==> src/rtl/svd_consts.vh <==
// constants for the supply voltage detector control block
// assumes inclusion by every design file of the block, by bare name
`ifndef SVD_CONSTS_VH
`define SVD_CONSTS_VH

// configuration address of the non-volatile option byte holding mode and level
`define SVD_OPT_ADDR         20'h000C1

// option byte layout
`define SVD_OPT_MODE_LO      0
`define SVD_OPT_MODE_HI      1
`define SVD_OPT_LVL_LSB      2
`define SVD_OPT_LVL_MSB      5

// mode field codes {undervolt_mode_sel_hi, undervolt_mode_sel_lo}
`define SVD_MODE_OFF         2'h0
`define SVD_MODE_IRQ         2'h1
`define SVD_MODE_IRQRST      2'h2
`define SVD_MODE_RST         2'h3

// eleven selectable levels, codes 0 .. 10
`define SVD_LVL_MAX          4'hA
`define SVD_LVL_W            4

// register offsets
`define SVD_REG_CTRL         8'h00
`define SVD_REG_LEVEL        8'h01
`define SVD_REG_CAUSE        8'h02
`define SVD_REG_OPT          8'h03
`define SVD_REG_STAT         8'h04

// field positions
`define SVD_CTRL_FLAG_BIT    0
`define SVD_CTRL_RESET_BIT   1
`define SVD_CTRL_EN_BIT      7
`define SVD_LEVEL_SEL_BIT    0
`define SVD_LEVEL_MODE_BIT   7
`define SVD_CAUSE_BIT        0
`define SVD_STAT_HI_BIT      0
`define SVD_STAT_LO_BIT      1
`define SVD_STAT_EDGE_LSB    4
`define SVD_STAT_EDGE_MSB    7

// reset values
`define SVD_LEVEL_RST        1'h0
`define SVD_OPT_RST          8'h00
`define SVD_RDATA_ZERO       8'h00
`define SVD_EDGE_RST         4'h0
`define SVD_EDGE_ONE         4'h1

// synchroniser depth
`define SVD_SYNC_STAGES      2

// comparator outputs crossing into clk: high level and low level
`define SVD_CMP_COUNT        2

`endif

==> src/rtl/svd_sync.v <==
// two-flop level synchroniser for the asynchronous comparator outputs
// assumes inputs change slowly compared with clk; reset is synchronous
`default_nettype none
`include "svd_consts.vh"

module svd_sync #(
  parameter WIDTH = 2
) (
  input  wire             clk,
  input  wire             rst,
  input  wire [WIDTH-1:0] async_in,
  output wire [WIDTH-1:0] sync_out
);

  reg [WIDTH-1:0] meta_q;
  reg [WIDTH-1:0] sync_q;

  // reset to all low: reads as below threshold, the safe side
  always @(posedge clk) begin
    if (rst) begin
      meta_q <= {WIDTH{1'b0}};
      sync_q <= {WIDTH{1'b0}};
    end else begin
      meta_q <= async_in;
      sync_q <= meta_q;
    end
  end

  assign sync_out = sync_q;

endmodule
`default_nettype wire

==> src/rtl/svd_ctrl.v <==
// control logic around the supply under-voltage detector comparators
// assumes comparator outputs are asynchronous and the option byte is loaded
// by the non-volatile loader after rst, marked by a one-cycle opt_valid
//
// What this block does
// RQ1: mode and level come from the option byte at the fixed configuration address, never from software writes.
// RQ2: the detection level is one of eleven codes taken from the option byte.
// RQ3: the synchronised supply comparison against the chosen level drives a reset or an interrupt as the mode says.
// RQ4: detection, reset and interrupt keep working in stop, since nothing here is gated by the low-power state.
// RQ5: in mode 1,0 an interrupt fires when supply falls below the high level, reset below the low level, release at high.
// RQ6: in mode 1,1 reset follows the single level directly and no interrupt is raised.
// RQ7: in mode 0,1 reset is held from reset generation until supply is first seen at or above the level.
// RQ8: in mode 0,1 after that release, every crossing of the level in either direction raises the interrupt.
// RQ9: bit 0 of the control register shows whether the supply is below the detection level.
// RQ10: a reset caused by the detector sets bit 0 of the reset-cause register.
// RQ11: the system keeps the chip in reset until the supply is in range, and stops or resets it before it leaves.
// RQ12: when the interrupt fires, both the level-select and mode bits of the level register become 1.
// RQ13: comparator outputs pass two flip-flops before any logic looks at them.
`default_nettype none
`include "svd_consts.vh"

module svd_ctrl (
  input  wire                  clk,
  input  wire                  rst,
  input  wire                  cmp_hi_ok,
  input  wire                  cmp_lo_ok,
  input  wire [7:0]            opt_byte,
  input  wire                  opt_valid,
  output wire [19:0]           opt_addr,
  input  wire [7:0]            reg_addr,
  input  wire [7:0]            reg_wdata,
  input  wire                  reg_wr,
  input  wire                  reg_rd,
  output wire [7:0]            reg_rdata,
  output wire                  undervolt_reset,
  output wire                  undervolt_irq,
  output wire                  supply_level_flag,
  output wire [`SVD_LVL_W-1:0] threshold_sel,
  output wire [1:0]            detector_mode,
  output wire                  detector_enable
);

  // one-hot states
  localparam [3:0] ST_LOAD = 4'h1;
  localparam [3:0] ST_HOLD = 4'h2;
  localparam [3:0] ST_RUN  = 4'h4;
  localparam [3:0] ST_OFF  = 4'h8;

  // codes above the last level fall back to the last one
  function [`SVD_LVL_W-1:0] f_clamp_level;
    input [`SVD_LVL_W-1:0] code;
    begin
      if (code > `SVD_LVL_MAX) begin
        f_clamp_level = `SVD_LVL_MAX;
      end else begin
        f_clamp_level = code;
      end
    end
  endfunction

  function [1:0] f_mode;
    input [7:0] ob;
    begin
      f_mode = {ob[`SVD_OPT_MODE_HI], ob[`SVD_OPT_MODE_LO]};
    end
  endfunction

  function f_hit;
    input [7:0] addr;
    input [7:0] offs;
    begin
      f_hit = (addr == offs);
    end
  endfunction

  reg  [3:0]            state_q;
  reg  [3:0]            state_d;
  reg  [7:0]            opt_q;
  reg  [7:0]            opt_d;
  reg                   rst_q;
  reg                   rst_d;
  reg                   irq_q;
  reg                   irq_d;
  reg                   hi_prev_q;
  reg                   flag_q;
  reg                   flag_d;
  reg                   lvl_sel_q;
  reg                   lvl_sel_d;
  reg                   rsi_sel_q;
  reg                   rsi_sel_d;
  reg                   cause_q;
  reg                   cause_d;
  reg  [3:0]            edge_cnt_q;
  reg  [3:0]            edge_cnt_d;
  reg  [7:0]            rdata_q;
  reg  [7:0]            rdata_d;
  wire [1:0]            cmp_sync;
  wire                  hi_ok_s;
  wire                  lo_ok_s;
  wire [1:0]            mode;
  wire [`SVD_LVL_W-1:0] level;
  wire                  hi_fall;
  wire                  hi_cross;
  wire                  in_run;
  wire                  det_en;
  wire [1:0]            load_mode;
  wire                  two_level;
  wire                  wr_level;
  wire                  wr_stat;
  wire                  rd_cause;
  wire                  det_reset_rise;

  // comparators are analog and free running, so they are synchronised first
  svd_sync #(
    .WIDTH(`SVD_CMP_COUNT)
  ) u_sync (
    .clk      (clk),
    .rst      (rst),
    .async_in ({cmp_lo_ok, cmp_hi_ok}),
    .sync_out (cmp_sync)
  ); // [RQ13]

  assign hi_ok_s  = cmp_sync[0];
  assign lo_ok_s  = cmp_sync[1];
  assign mode     = f_mode(opt_q);
  assign level    = f_clamp_level(opt_q[`SVD_OPT_LVL_MSB:`SVD_OPT_LVL_LSB]); // [RQ2]
  assign hi_fall  = hi_prev_q & ~hi_ok_s;
  assign hi_cross = hi_prev_q ^ hi_ok_s;
  assign in_run   = (state_q == ST_RUN);

  assign det_en    = in_run | (state_q == ST_HOLD);
  assign load_mode = f_mode(opt_byte);
  assign two_level = (mode == `SVD_MODE_IRQRST);
  // one decode per strobe keeps the register map in a single place
  assign wr_level  = reg_wr & f_hit(reg_addr, `SVD_REG_LEVEL);
  assign wr_stat   = reg_wr & f_hit(reg_addr, `SVD_REG_STAT);
  assign rd_cause  = reg_rd & f_hit(reg_addr, `SVD_REG_CAUSE);
  // the power-up hold is not a detector event, so only a rise in run counts
  assign det_reset_rise = in_run & rst_d & ~rst_q;

  // option byte is caught once after reset release; software cannot touch it
  always @* begin
    opt_d = opt_q;
    if ((state_q == ST_LOAD) && opt_valid) begin
      opt_d = opt_byte; // [RQ1]
    end
  end

  // nothing below depends on a stop or clock-gating input, so the
  // detector keeps acting in the low-power state as long as clk runs
  always @* begin
    state_d = state_q;
    rst_d   = rst_q;
    irq_d   = 1'b0;
    case (state_q)
      ST_LOAD: begin
        rst_d = 1'b1;
        if (opt_valid) begin
          if (load_mode == `SVD_MODE_OFF) begin
            state_d = ST_OFF;
            rst_d   = 1'b0;
          end else if (load_mode == `SVD_MODE_IRQ) begin
            state_d = ST_HOLD; // [RQ7]
          end else begin
            state_d = ST_RUN;
          end
        end
      end
      ST_HOLD: begin
        rst_d = 1'b1; // [RQ7]
        if (hi_ok_s) begin
          rst_d   = 1'b0; // [RQ7]
          state_d = ST_RUN;
        end
      end
      ST_RUN: begin
        case (mode)
          `SVD_MODE_IRQRST: begin
            if (!lo_ok_s) begin
              rst_d = 1'b1; // [RQ5] [RQ3]
            end else if (hi_ok_s) begin
              rst_d = 1'b0; // [RQ5]
            end
            irq_d = hi_fall & ~rst_q; // [RQ5] [RQ3]
          end
          `SVD_MODE_RST: begin
            rst_d = ~hi_ok_s; // [RQ6] [RQ3]
          end
          `SVD_MODE_IRQ: begin
            rst_d = 1'b0;
            irq_d = hi_cross; // [RQ8] [RQ3]
          end
          default: begin
            rst_d = 1'b0;
          end
        endcase
      end
      ST_OFF: begin
        rst_d = 1'b0;
      end
      default: begin
        state_d = ST_LOAD;
        rst_d   = 1'b1;
      end
    endcase
  end

  // flag reads 1 while the supply is below the level in use; in the
  // two-level mode the level-select bit picks which comparator is shown
  always @* begin
    flag_d = 1'b0;
    if (det_en) begin
      if (two_level && lvl_sel_q) begin
        flag_d = ~lo_ok_s; // [RQ9]
      end else begin
        flag_d = ~hi_ok_s; // [RQ9]
      end
    end
  end

  // level register: software writes it, the interrupt forces both bits to 1
  always @* begin
    lvl_sel_d = lvl_sel_q;
    rsi_sel_d = rsi_sel_q;
    if (wr_level) begin
      lvl_sel_d = reg_wdata[`SVD_LEVEL_SEL_BIT];
      rsi_sel_d = reg_wdata[`SVD_LEVEL_MODE_BIT];
    end
    // set wins over a write in the same cycle
    if (irq_d) begin
      lvl_sel_d = 1'b1; // [RQ12]
      rsi_sel_d = 1'b1; // [RQ12]
    end
  end

  // cause flag clears on read; a new detector reset in that cycle wins
  always @* begin
    cause_d = cause_q;
    if (rd_cause) begin
      cause_d = 1'b0;
    end
    if (det_reset_rise) begin
      cause_d = 1'b1; // [RQ10]
    end
  end

  // wrapping count of interrupt events, handy for software polling
  always @* begin
    edge_cnt_d = edge_cnt_q;
    if (wr_stat) begin
      edge_cnt_d = `SVD_EDGE_RST;
    end
    if (irq_d) begin
      edge_cnt_d = edge_cnt_q + `SVD_EDGE_ONE;
    end
  end

  // read data stand only in the cycle after the read strobe
  always @* begin
    rdata_d = `SVD_RDATA_ZERO;
    if (reg_rd) begin
      case (reg_addr)
        `SVD_REG_CTRL: begin
          rdata_d[`SVD_CTRL_FLAG_BIT]  = flag_q; // [RQ9]
          rdata_d[`SVD_CTRL_RESET_BIT] = rst_q;
          rdata_d[`SVD_CTRL_EN_BIT]    = det_en;
        end
        `SVD_REG_LEVEL: begin
          rdata_d[`SVD_LEVEL_SEL_BIT]  = lvl_sel_q;
          rdata_d[`SVD_LEVEL_MODE_BIT] = rsi_sel_q;
        end
        `SVD_REG_CAUSE: begin
          rdata_d[`SVD_CAUSE_BIT] = cause_q; // [RQ10]
        end
        `SVD_REG_OPT: begin
          rdata_d = opt_q;
        end
        `SVD_REG_STAT: begin
          rdata_d[`SVD_STAT_HI_BIT] = hi_ok_s;
          rdata_d[`SVD_STAT_LO_BIT] = lo_ok_s;
          rdata_d[`SVD_STAT_EDGE_MSB:`SVD_STAT_EDGE_LSB] = edge_cnt_q;
        end
        default: begin
          rdata_d = `SVD_RDATA_ZERO;
        end
      endcase
    end
  end

  // reset holds the detector reset output high: the chip stays in reset
  // until the option byte is known and, except in the off mode, the supply judged
  // no stop or gating input reaches these flops, so they act in stop
  always @(posedge clk) begin // [RQ4]
    if (rst) begin
      state_q   <= ST_LOAD;
      opt_q     <= `SVD_OPT_RST;
      rst_q     <= 1'b1;
      irq_q     <= 1'b0;
      hi_prev_q <= 1'b0;
      flag_q    <= 1'b0;
    end else begin
      state_q   <= state_d;
      opt_q     <= opt_d;
      rst_q     <= rst_d;
      irq_q     <= irq_d;
      hi_prev_q <= hi_ok_s;
      flag_q    <= flag_d;
    end
  end

  // software-visible state; a whole-design reset leaves no cause behind
  always @(posedge clk) begin
    if (rst) begin
      lvl_sel_q  <= `SVD_LEVEL_RST;
      rsi_sel_q  <= `SVD_LEVEL_RST;
      cause_q    <= 1'b0;
      edge_cnt_q <= `SVD_EDGE_RST;
    end else begin
      lvl_sel_q  <= lvl_sel_d;
      rsi_sel_q  <= rsi_sel_d;
      cause_q    <= cause_d;
      edge_cnt_q <= edge_cnt_d;
    end
  end

  // read data register: zero outside the cycle after a read strobe
  always @(posedge clk) begin
    if (rst) begin
      rdata_q <= `SVD_RDATA_ZERO;
    end else begin
      rdata_q <= rdata_d;
    end
  end

  assign opt_addr          = `SVD_OPT_ADDR; // [RQ1]
  assign reg_rdata         = rdata_q;
  assign undervolt_reset   = rst_q; // [RQ3]
  assign undervolt_irq     = irq_q;
  assign supply_level_flag = flag_q;
  assign threshold_sel     = level; // [RQ2]
  assign detector_mode     = mode;
  assign detector_enable   = det_en;

endmodule
`default_nettype wire

==> config.mk <==
export PLATFORM = sky130hd
export DESIGN_NAME = svd_ctrl
export DESIGN_NICKNAME = d
export VERILOG_FILES = /design/src/rtl/svd_sync.v /design/src/rtl/svd_ctrl.v
export VERILOG_INCLUDE_DIRS = /design/src /design/src/rtl
export SDC_FILE = /design/constraint.sdc
export NUM_CORES = 1
export LEC_CHECK = 0
export BUFFER_PORTS_ARGS = -buffer_cell sky130_fd_sc_hd__buf_4
export CORE_MARGIN = 2
export CORE_UTILIZATION = 49
export DETAILED_ROUTE_END_ITERATION = 8
export PLACE_DENSITY = 0.84
export SYNTH_ARGS = -nofsm -noshare
export SYNTH_HDL_FRONTEND = slang
export SYNTH_HIERARCHICAL = 1
export SYNTH_SLANG_ARGS = --single-unit
==> constraint.sdc <==
create_clock -name clk -period 2.35 [get_ports clk]
set_clock_uncertainty 0.2 [all_clocks]
set_input_delay 0.235 -clock clk [delete_from_list [all_inputs] [get_ports clk]]
set_output_delay 0.235 -clock clk [all_outputs]
set_load 0.1 [all_outputs]
==> impl_metrics.tcl, run 1 <==
set metrics [dict create \
    num_antenna_cells 0 \
    drv_slew 0 \
    path_cells "xor2_1 -> nand3_1 -> inv_1 -> buf_4" \
    clkPwrFrac 0.295 \
    drive_above_1_share 0.274 \
    stdcell_area_mm2 0.00223 \
    p_leak_nw 1.02 \
    nFillCells 316 \
    rows 22 \
    timing.rr.start "opt_q[0]" \
    synth-seq-cells 35 \
    finalSetupTns_ns 0 \
    final.min_clock_period_ns 2.11 \
    chipHeight_um 65.1 \
    wire_per_inst_um 13.0 \
    cts_root_buf "clkbuf_8" \
    finalCritPeriodShare 0.897 \
    status "finished clean" \
    relSlewSlack 0.605 \
    synth_top_family_by_area "simple AND/OR/NAND/NOR gates" \
    synthMuxAreaShare 0.0856 \
    path_delay_family "flip-flops" \
    critPathArrivalTime_ns 1.67 \
    synth_enable_flop_cells 0 \
    power_switching_mw 0.519 \
    clkTransAtPathRegs_ns 0.06 \
    ant_nets 0 \
    cts_tree "built" \
    cts_setup_buffers 0 \
    core-area_mm2 0.00363 \
    swShare 0.362 \
    drv_cap 0 \
    grt.overflow.total 0 \
    hold_viol_final 0 \
    io_buffers 42 \
    antenna_found_initial 0 \
    placed_area_mm2 0.00207 \
    grt_pass1_wl_mm 5.95 \
    final-setup-viol-count 0 \
    drt-vias-per-instance 5.01 \
    htree_levels 2 \
    clock_latency_ns 0.29 \
    ys_seq_area_frac 0.383 \
    fin_ws_ns 0.243 \
    layout_common_cells "buf_4 (44), dfxtp_1 (35), conb_1 (20)" \
    hold-path-endpoint "opt_q[0]" \
    synthCells 190 \
    place.gp.congestion 0.833 \
    gr-usage-all-layers 0.185 \
    syn_area_per_cell_um2 9.62 \
    drcViolationCount 0 \
    timing.fmax_mhz 475 \
    num_vias 1428 \
    grt_max_degree 27 \
    synth_top_flop_cell "dfxtp_1" \
    dp_hpwl_mm 2.59 \
    drt-total-wl_mm 3.70 \
    max_stage_delay_ns 0.70 \
    p_int_mw 0.913 \
    regToRegEndpoint "edge_cnt_q[2]" \
    yosys_warnings 6 \
    pin_count 69 \
    powerDensity_mw_per_mm2 642 \
    postLayoutCoreUtil 0.614 \
    cp_num_buf_inv 2 \
    cts_num_sinks 35 \
    critPathSlowestCell "dfxtp_1" \
    layout_commonest_cell "buf_4" \
    synth_xor_area_frac 0.00958 \
    die_area_mm2 0.00424 \
    r2r_setup_slack_ns 0.37 \
    holdWs_ns 0.0194 \
    hp-start "opt_byte[0]" \
    grt_pass1_vias 1302 \
    clk_path_buf_depth 2 \
    power.share.combinational 0.260 \
    async_reset_ff_frac 0 \
    synthAdderAreaFrac 0.0342 \
    worstMarginPinSlew_ns 0.591 \
    cts_made_buffers 5 \
    drt_iter0_markers 80 \
    min_path_type "in2reg" \
    pre_cts_ws_ns 0.371 \
    area_delta_synth_final_pct 22.0 \
    cp_max_fo 15 \
    fp.dieW_um 65.1 \
    r2r_cells 6 \
    synthDistinctLibCells 53 \
    vdd_drop_max_mv 0.430 \
    critPathKind "reg2out" \
    hold_depth 3 \
    worstPathRequired_ns 1.91 \
    synth_compound_area_frac 0.129 \
    p_seq_frac 0.445 \
    start_kind "flop" \
    layout.nets 272 \
    synth-simple-area-share 0.218 \
    synth.cell_area_mm2 0.00183 \
    path_depth 4 \
    ctsResizeCount 0 \
    first_pass_iters 4 \
    initial_utilization 0.503 \
    cp-end-kind "primary output" \
    rsz0062_at_grt "false" \
]
## synthesized netlist by cell type (2+ instances only)
| cell | number | area share |
|---|---|---|
| a21oi_1 | 6 | 0.016 |
| mux2_2 | 3 | 0.018 |
| nand3b_1 | 3 | 0.012 |
| nor4_1 | 2 | 0.0068 |
| a22oi_1 | 5 | 0.021 |
| inv_1 | 10 | 0.021 |
| buf_4 | 22 | 0.090 |
| and3b_1 | 5 | 0.024 |
| nor2b_1 | 9 | 0.031 |
| a21o_1 | 2 | 0.0082 |
| clkbuf_1 | 5 | 0.010 |
| conb_1 | 2 | 0.0041 |
| nand3_1 | 3 | 0.0082 |
| ha_1 | 5 | 0.034 |
| and3_1 | 3 | 0.010 |
| nor2_1 | 17 | 0.035 |
| o311ai_0 | 2 | 0.0096 |
| dfxtp_1 | 35 | 0.38 |
| buf_6 | 2 | 0.012 |
| a22o_2 | 2 | 0.011 |
| mux2i_1 | 10 | 0.055 |
| nand2_1 | 4 | 0.0082 |
| o21ai_0 | 3 | 0.0082 |
## worst register-to-register path, delay by kind of cell (launching register included)
family	cells	cell delay, ns
DFF	1	0.44
and+or+nand+nor	2	0.39
buffers and inverters	1	0.07
AOI/OAI and AO/OA	2	0.54
adders and majority gates	1	0.24
## cell type report
class / instances / area, um^2 / share of cell area
multi-input combinational: 133 / 946 / 0.424
sequential: 35 / 701 / 0.314
timing repair buffer: 51 / 400 / 0.180
clock buffer: 6 / 72.6 / 0.0325
tap: 48 / 60.1 / 0.0269
inverter: 10 / 37.5 / 0.0168
clock inverter: 2 / 12.5 / 0.00561
## layer usage
layer	vias up	global-route usage	part of all wire
li1	712	-	-
met5	-	0	0
met1	662	0.225	0.46
met2	45	0.298	0.47
met4	0	0.0807	0.019
met3	9	0.0625	0.054
## per-stage QoR
| step | power, mW | std cells |
|---|---|---|
| after detailed placement | 1.01 | 270 |
| after CTS | 1.44 | 285 |
| after floorplan | 0.968 | 208 |
| after global routing | 1.48 | 285 |
| after global placement | 1.01 | 270 |
| final | 1.43 | 285 |
## power by group through the flow
stage	combinational, mW	sequential (mW)	clock [mW]
final	0.372	0.637	0.422
after global routing	0.390	0.640	0.453
after floorplan	0.322	0.646	0
after detailed placement	0.360	0.650	0
after CTS	0.370	0.636	0.432
after global placement	0.358	0.649	0
## registers in the layout, indices dropped and copies added (netlist names)
register           count
state_q                4
u_sync/sync_out        2
opt_q                  8
undervolt_reset        1
rsi_sel_q              1
supply_level_flag      1
lvl_sel_q              1
u_sync/meta_q          2
reg_rdata              8
undervolt_irq          1
edge_cnt_q             4
hi_prev_q              1
cause_q                1
## what timing repair did
item                                   in CTS  in global routing
endpoints found under the hold margin       7                  0
setup endpoints to repair                   0                  0
hold buffers                                7                  0
## kinds of logic after synthesis
family / Yosys count
AND/OR/NAND/NOR: 61
buffers and inverters: 40
flip-flops: 35
AO/OA/AOI/OAI: 31
multiplexers: 14
adder cells (fa/ha/maj): 5
other: 2
XOR/XNOR: 2
## worst max-delay path by stage
stage                          from               to  slack, ns
finish                   state_q[1]  detector_enable       0.24
detailed placement         opt_q[0]    edge_cnt_q[2]       0.37
floorplan           undervolt_reset    edge_cnt_q[2]       0.13
CTS                      state_q[1]  detector_enable       0.24
global route             state_q[1]  detector_enable       0.14
global placement           opt_q[0]    edge_cnt_q[2]       0.40
No activity file was read; power rests on OpenSTA's default activity.
==> inputs of run 2 (changes only) <==
- CTS_BUF_LIST: not set -> sky130_fd_sc_hd__clkbuf_4 sky130_fd_sc_hd__clkbuf_8 sky130_fd_sc_hd__clkbuf_16
- RECOVER_POWER: not set -> 25
==> impl_metrics.tcl, run 2 (same netlist as run 1, synthesis figures left out) <==
set metrics [dict create \
    layout.nets 272 \
    gr-usage-all-layers 0.185 \
    power_switching_mw 0.521 \
    drive_above_1_share 0.253 \
    cp-end-kind "primary output" \
    drv_cap 0 \
    wire_per_inst_um 13.0 \
    critPathSlowestCell "dfxtp_1" \
    start_kind "flop" \
    clkTransAtPathRegs_ns 0.06 \
    p_leak_nw 0.997 \
    layout_common_cells "dfxtp_1 (35), buf_4 (35), conb_1 (20)" \
    topRoutingLayerUsed "met4" \
    num_antenna_cells 0 \
    antenna_found_initial 0 \
    fp.dieW_um 65.1 \
    finalCritPeriodShare 0.895 \
    max_stage_delay_ns 0.69 \
    fin_ws_ns 0.246 \
    drt-vias-per-instance 5.02 \
    core-area_mm2 0.00363 \
    vdd_drop_max_mv 0.430 \
    swShare 0.361 \
    initial_utilization 0.503 \
    cts_made_buffers 5 \
    grt_max_degree 27 \
    clkPwrFrac 0.302 \
    clock_latency_ns 0.29 \
    num_vias 1430 \
    dr_wl_met2_mm 1.73 \
    area_delta_synth_final_pct 20.9 \
    critPathKind "reg2out" \
    critPathArrivalTime_ns 1.67 \
    finalSetupTns_ns 0 \
    place.gp.congestion 0.833 \
    power.share.combinational 0.257 \
    postLayoutCoreUtil 0.608 \
    dp_hpwl_mm 2.59 \
    min_path_type "in2reg" \
    placed_area_mm2 0.00207 \
    die_area_mm2 0.00424 \
    cp_max_fo 15 \
    final.min_clock_period_ns 2.10 \
    chipHeight_um 65.1 \
    wl_met1_mm 1.69 \
    cts_num_sinks 35 \
    stdcell_area_mm2 0.00221 \
    path_cells "xor2_1 -> nand3_1 -> inv_1 -> buf_4" \
    rows 22 \
    cts_setup_buffers 0 \
    first_pass_iters 4 \
    dp.cells 270 \
    hold_viol_final 0 \
    grt_pass1_wl_mm 5.95 \
    clk_path_buf_depth 2 \
    wl_met3_um 210 \
    holdWs_ns 0.0206 \
    p_int_mw 0.924 \
    worstPathRequired_ns 1.91 \
    drv_slew 0 \
    powerDensity_mw_per_mm2 654 \
    p_total_mw 1.45 \
    drt_iter0_markers 70 \
    final-setup-viol-count 0 \
    worstMarginPinSlew_ns 1.18 \
    p_seq_frac 0.441 \
    relSlewSlack 0.219 \
    drt-total-wl_mm 3.71 \
    rsz0062_at_grt "false" \
    pre_cts_ws_ns 0.371 \
    drcViolationCount 0 \
    instances_no_fill 285 \
    io_buffers 42 \
    status "finished clean" \
    pin_count 69 \
    cts_root_buf "clkbuf_8" \
    cts_tree "built" \
    grt_pass1_vias 1303 \
    timing.fmax_mhz 475 \
    grt.overflow.total 0 \
    htree_levels 2 \
    ant_nets 0 \
]
## run 2: cell count changes in the layout (fill, tap and decap cells not counted)
cell | before | now
buf_4 | 44 | 35
clkbuf_1 | 1 | 6
clkbuf_4 | 0 | 4
## run 2: final timing paths
check                  endpoint  slack, ns  cells past startpoint          startpoint
min reg2reg  u_sync/sync_out[1]       0.24                      1    u_sync/meta_q[1]
min                    opt_q[0]       0.02                      3         opt_byte[0]
max             detector_enable       0.25                      4          state_q[1]
max reg2reg       edge_cnt_q[2]       0.38                      6  u_sync/sync_out[0]
## run 2: cell type report
class                      instances  area, um^2
tap                               48        60.1
clock buffer                       6        76.3
inverter                          10        37.5
multi-input combinational        133         946
clock inverter                     2        12.5
fill                             319        1420
sequential                        35         701
timing repair buffer              51         378
## run 2: per-layer routing
metal | GRT usage | vias to the layer above
met3 | 0.0625 | 9
met1 | 0.225 | 663
li1 | - | 713
met2 | 0.298 | 45
met4 | 0.0807 | 0
met5 | 0 | -
## run 2: power by group through the flow
stage | clock (mW) | combinational [mW] | sequential (mW)
floorplan | 0 | 0.322 | 0.646
global placement | 0 | 0.358 | 0.649
detailed placement | 0 | 0.360 | 0.650
CTS | 0.443 | 0.370 | 0.636
global route | 0.466 | 0.390 | 0.640
finish | 0.437 | 0.372 | 0.637
## run 2: what timing repair did
action                                 CTS  global route
endpoints found under the hold margin    7             0
hold buffers                             7             0
resized for setup                        0             0
setup endpoints to repair                0             0
## run 2: worst max-delay path: cells and delay by family (launching register included)
| family | cells | cell delay (ns) |
|---|---|---|
| xor+xnor | 1 | 0.19 |
| flops | 1 | 0.69 |
| simple gates | 1 | 0.14 |
| buf+inv | 2 | 0.36 |
==> inputs of run 3 (changes only) <==
- CORE_ASPECT_RATIO: not set -> 0.7
- CORE_UTILIZATION: 49 -> 48
- PLACE_DENSITY: 0.84 -> 0.83
- SYNTH_HIERARCHICAL: 1 -> not set
==> impl_metrics.tcl, run 3 <==
set metrics [dict create \
    rows 18 \
    htree_levels 2 \
    antenna_found_initial 0 \
    hp-start "opt_byte[0]" \
    synth.cell_area_mm2 0.00181 \
    place.gp.congestion 0.927 \
    holdWs_ns 0.0289 \
    synthDistinctLibCells 45 \
    drt_iter0_markers 96 \
    cts_num_sinks 35 \
    critPathArrivalTime_ns 2.08 \
    timing.rr.start "u_sync.sync_out[0]" \
    p_total_mw 1.59 \
    final.min_clock_period_ns 2.06 \
    rsz0062_at_grt "false" \
    grt_pass1_vias 1284 \
    fin_ws_ns 0.291 \
    gr-usage-all-layers 0.189 \
    clk_path_buf_depth 2 \
    postLayoutCoreUtil 0.622 \
    dp.cells 282 \
    syn_area_per_cell_um2 9.10 \
    area.sequential_um2 701 \
    met2_usage 0.270 \
    synth-seq-cells 35 \
    core-area_mm2 0.00356 \
    synthCells 199 \
    cts_root_buf "clkbuf_8" \
    cp-end-kind "flop" \
    drv_slew 0 \
    grt_max_degree 27 \
    cp_max_fo 4 \
    multi_input_area_um2 946 \
    yosys.area.top_type_share 0.387 \
    clkTransAtPathRegs_ns 0.07 \
    chipHeight_um 55.4 \
    final-setup-viol-count 0 \
    start_kind "flop" \
    placed_area_mm2 0.00207 \
    async_reset_ff_frac 0 \
    finalSetupTns_ns 0 \
    drt-vias-per-instance 4.93 \
    synth_enable_flop_cells 0 \
    io_buffers 42 \
    synth.most_common_cell "dfxtp_1" \
    worstPathRequired_ns 2.38 \
    timing.fmax_mhz 486 \
    wire_per_inst_um 13.1 \
    dp_hpwl_mm 2.85 \
    layout_commonest_cell "dfxtp_1" \
    stdcell_area_mm2 0.00221 \
    drcViolationCount 0 \
    synth_area_leaders "dfxtp_1 (39%), buf_4 (9.1%), mux2i_1 (7.2%)" \
    busiest_layer "met1" \
    first_pass_iters 4 \
    pin_count 69 \
    ys_seq_area_frac 0.387 \
    cts_made_buffers 5 \
    relSlewSlack 0.225 \
    drive_above_1_share 0.214 \
    nFillCells 329 \
    pre_cts_ws_ns 0.320 \
    yosys_warnings 0 \
    yosys-top-cells-count "dfxtp_1 (35), nor2_1 (28), buf_4 (22), mux2i_1 (13), inv_1 (11)" \
    num_antenna_cells 0 \
    drt-total-wl_mm 3.89 \
    worstMarginPinSlew_ns 1.17 \
    layout_common_cells "dfxtp_1 (35), buf_4 (33), nor2_1 (28)" \
    yosysTopAreaCell "dfxtp_1" \
    layout.nets 283 \
    grt.overflow.total 0 \
    ctsResizeCount 0 \
    ant_nets 0 \
    fp.dieW_um 77.4 \
    finalCritPeriodShare 0.876 \
    area_delta_synth_final_pct 22.2 \
    critPathKind "reg2reg" \
    cts_tree "built" \
    num_vias 1469 \
    hold_viol_final 0 \
    use_met3 0.0474 \
    min_path_type "in2reg" \
    drv_cap 0 \
    initial_utilization 0.509 \
    instances_no_fill 298 \
    powerDensity_mw_per_mm2 719 \
    vdd_drop_max_mv 0.512 \
    p_leak_nw 1.03 \
    status "finished clean" \
    clock_latency_ns 0.28 \
    synth_top_flop_cell "dfxtp_1" \
    startpoint "u_sync.sync_out[0]" \
    grtUsageMet1 0.270 \
    die_area_mm2 0.00429 \
    grt_pass1_wl_mm 6.23 \
]
## run 3: changes by cell type after synthesis, sizes merged, moves of 3 or more
cell / change
and3b: -5
o21ai: +3
nor2: +11
mux2i: +3
nand2b: +3
a211oi: +3
## run 3: power by group
group          switching (mW)  internal, mW
Combinational           0.367         0.130
Sequential             0.0389         0.623
Clock                   0.201         0.231
## run 3: worst paths after layout
path | to | slack, ns | depth (start not counted)
worst max register to register | edge_cnt_q[0] | 0.29 | 6
worst max-delay path | edge_cnt_q[0] | 0.29 | 6
worst min register to register | u_sync.sync_out[1] | 0.25 | 1
worst min-delay path | opt_q[0] | 0.03 | 3
## run 3: logic make-up (layout without fill, tap and decap cells)
kind of cell | count (synthesis) | count (layout) | synth area share
adders and majority gates | 5 | 5 | 0.0346
and+or+nand+nor | 66 | 66 | 0.211
muxes | 16 | 16 | 0.0967
other | 2 | 20 | 0.00415
buffers and inverters | 39 | 70 | 0.128
xor gates and xnor gates | 2 | 2 | 0.00968
AOI/OAI and AO/OA | 34 | 34 | 0.129
DFF | 35 | 35 | 0.387
## run 3: per-layer routing
metal / vias to the layer above / part of all wire
li1: 745 / -
met5: - / 0
met4: 0 / 0.011
met2: 68 / 0.41
met1: 651 / 0.51
met3: 5 / 0.075
## run 3: worst max-delay path: stages (launching register included)
cell and delay [ns]:
dfxtp_1 0.42, inv_1 0.13, ha_1 0.20, and3b_1 0.18, o211a_1 0.20, a211oi_1 0.42
mux2_2 0.25
## run 3: layout make-up
cell class / instances / area share
well taps: 50 / 0.0283
repair buffers: 51 / 0.169
clock inverters: 1 / 0.00226
flip-flops and latches: 35 / 0.317
inverters: 11 / 0.0187
multi-input cells: 143 / 0.428
clock buffers: 7 / 0.0379
## run 3: repair_timing
action | CTS | global route
hold buffers | 8 | 0
setup buffers | 0 | 0
setup endpoints to repair | 0 | 0
endpoints found under the hold margin | 8 | 0
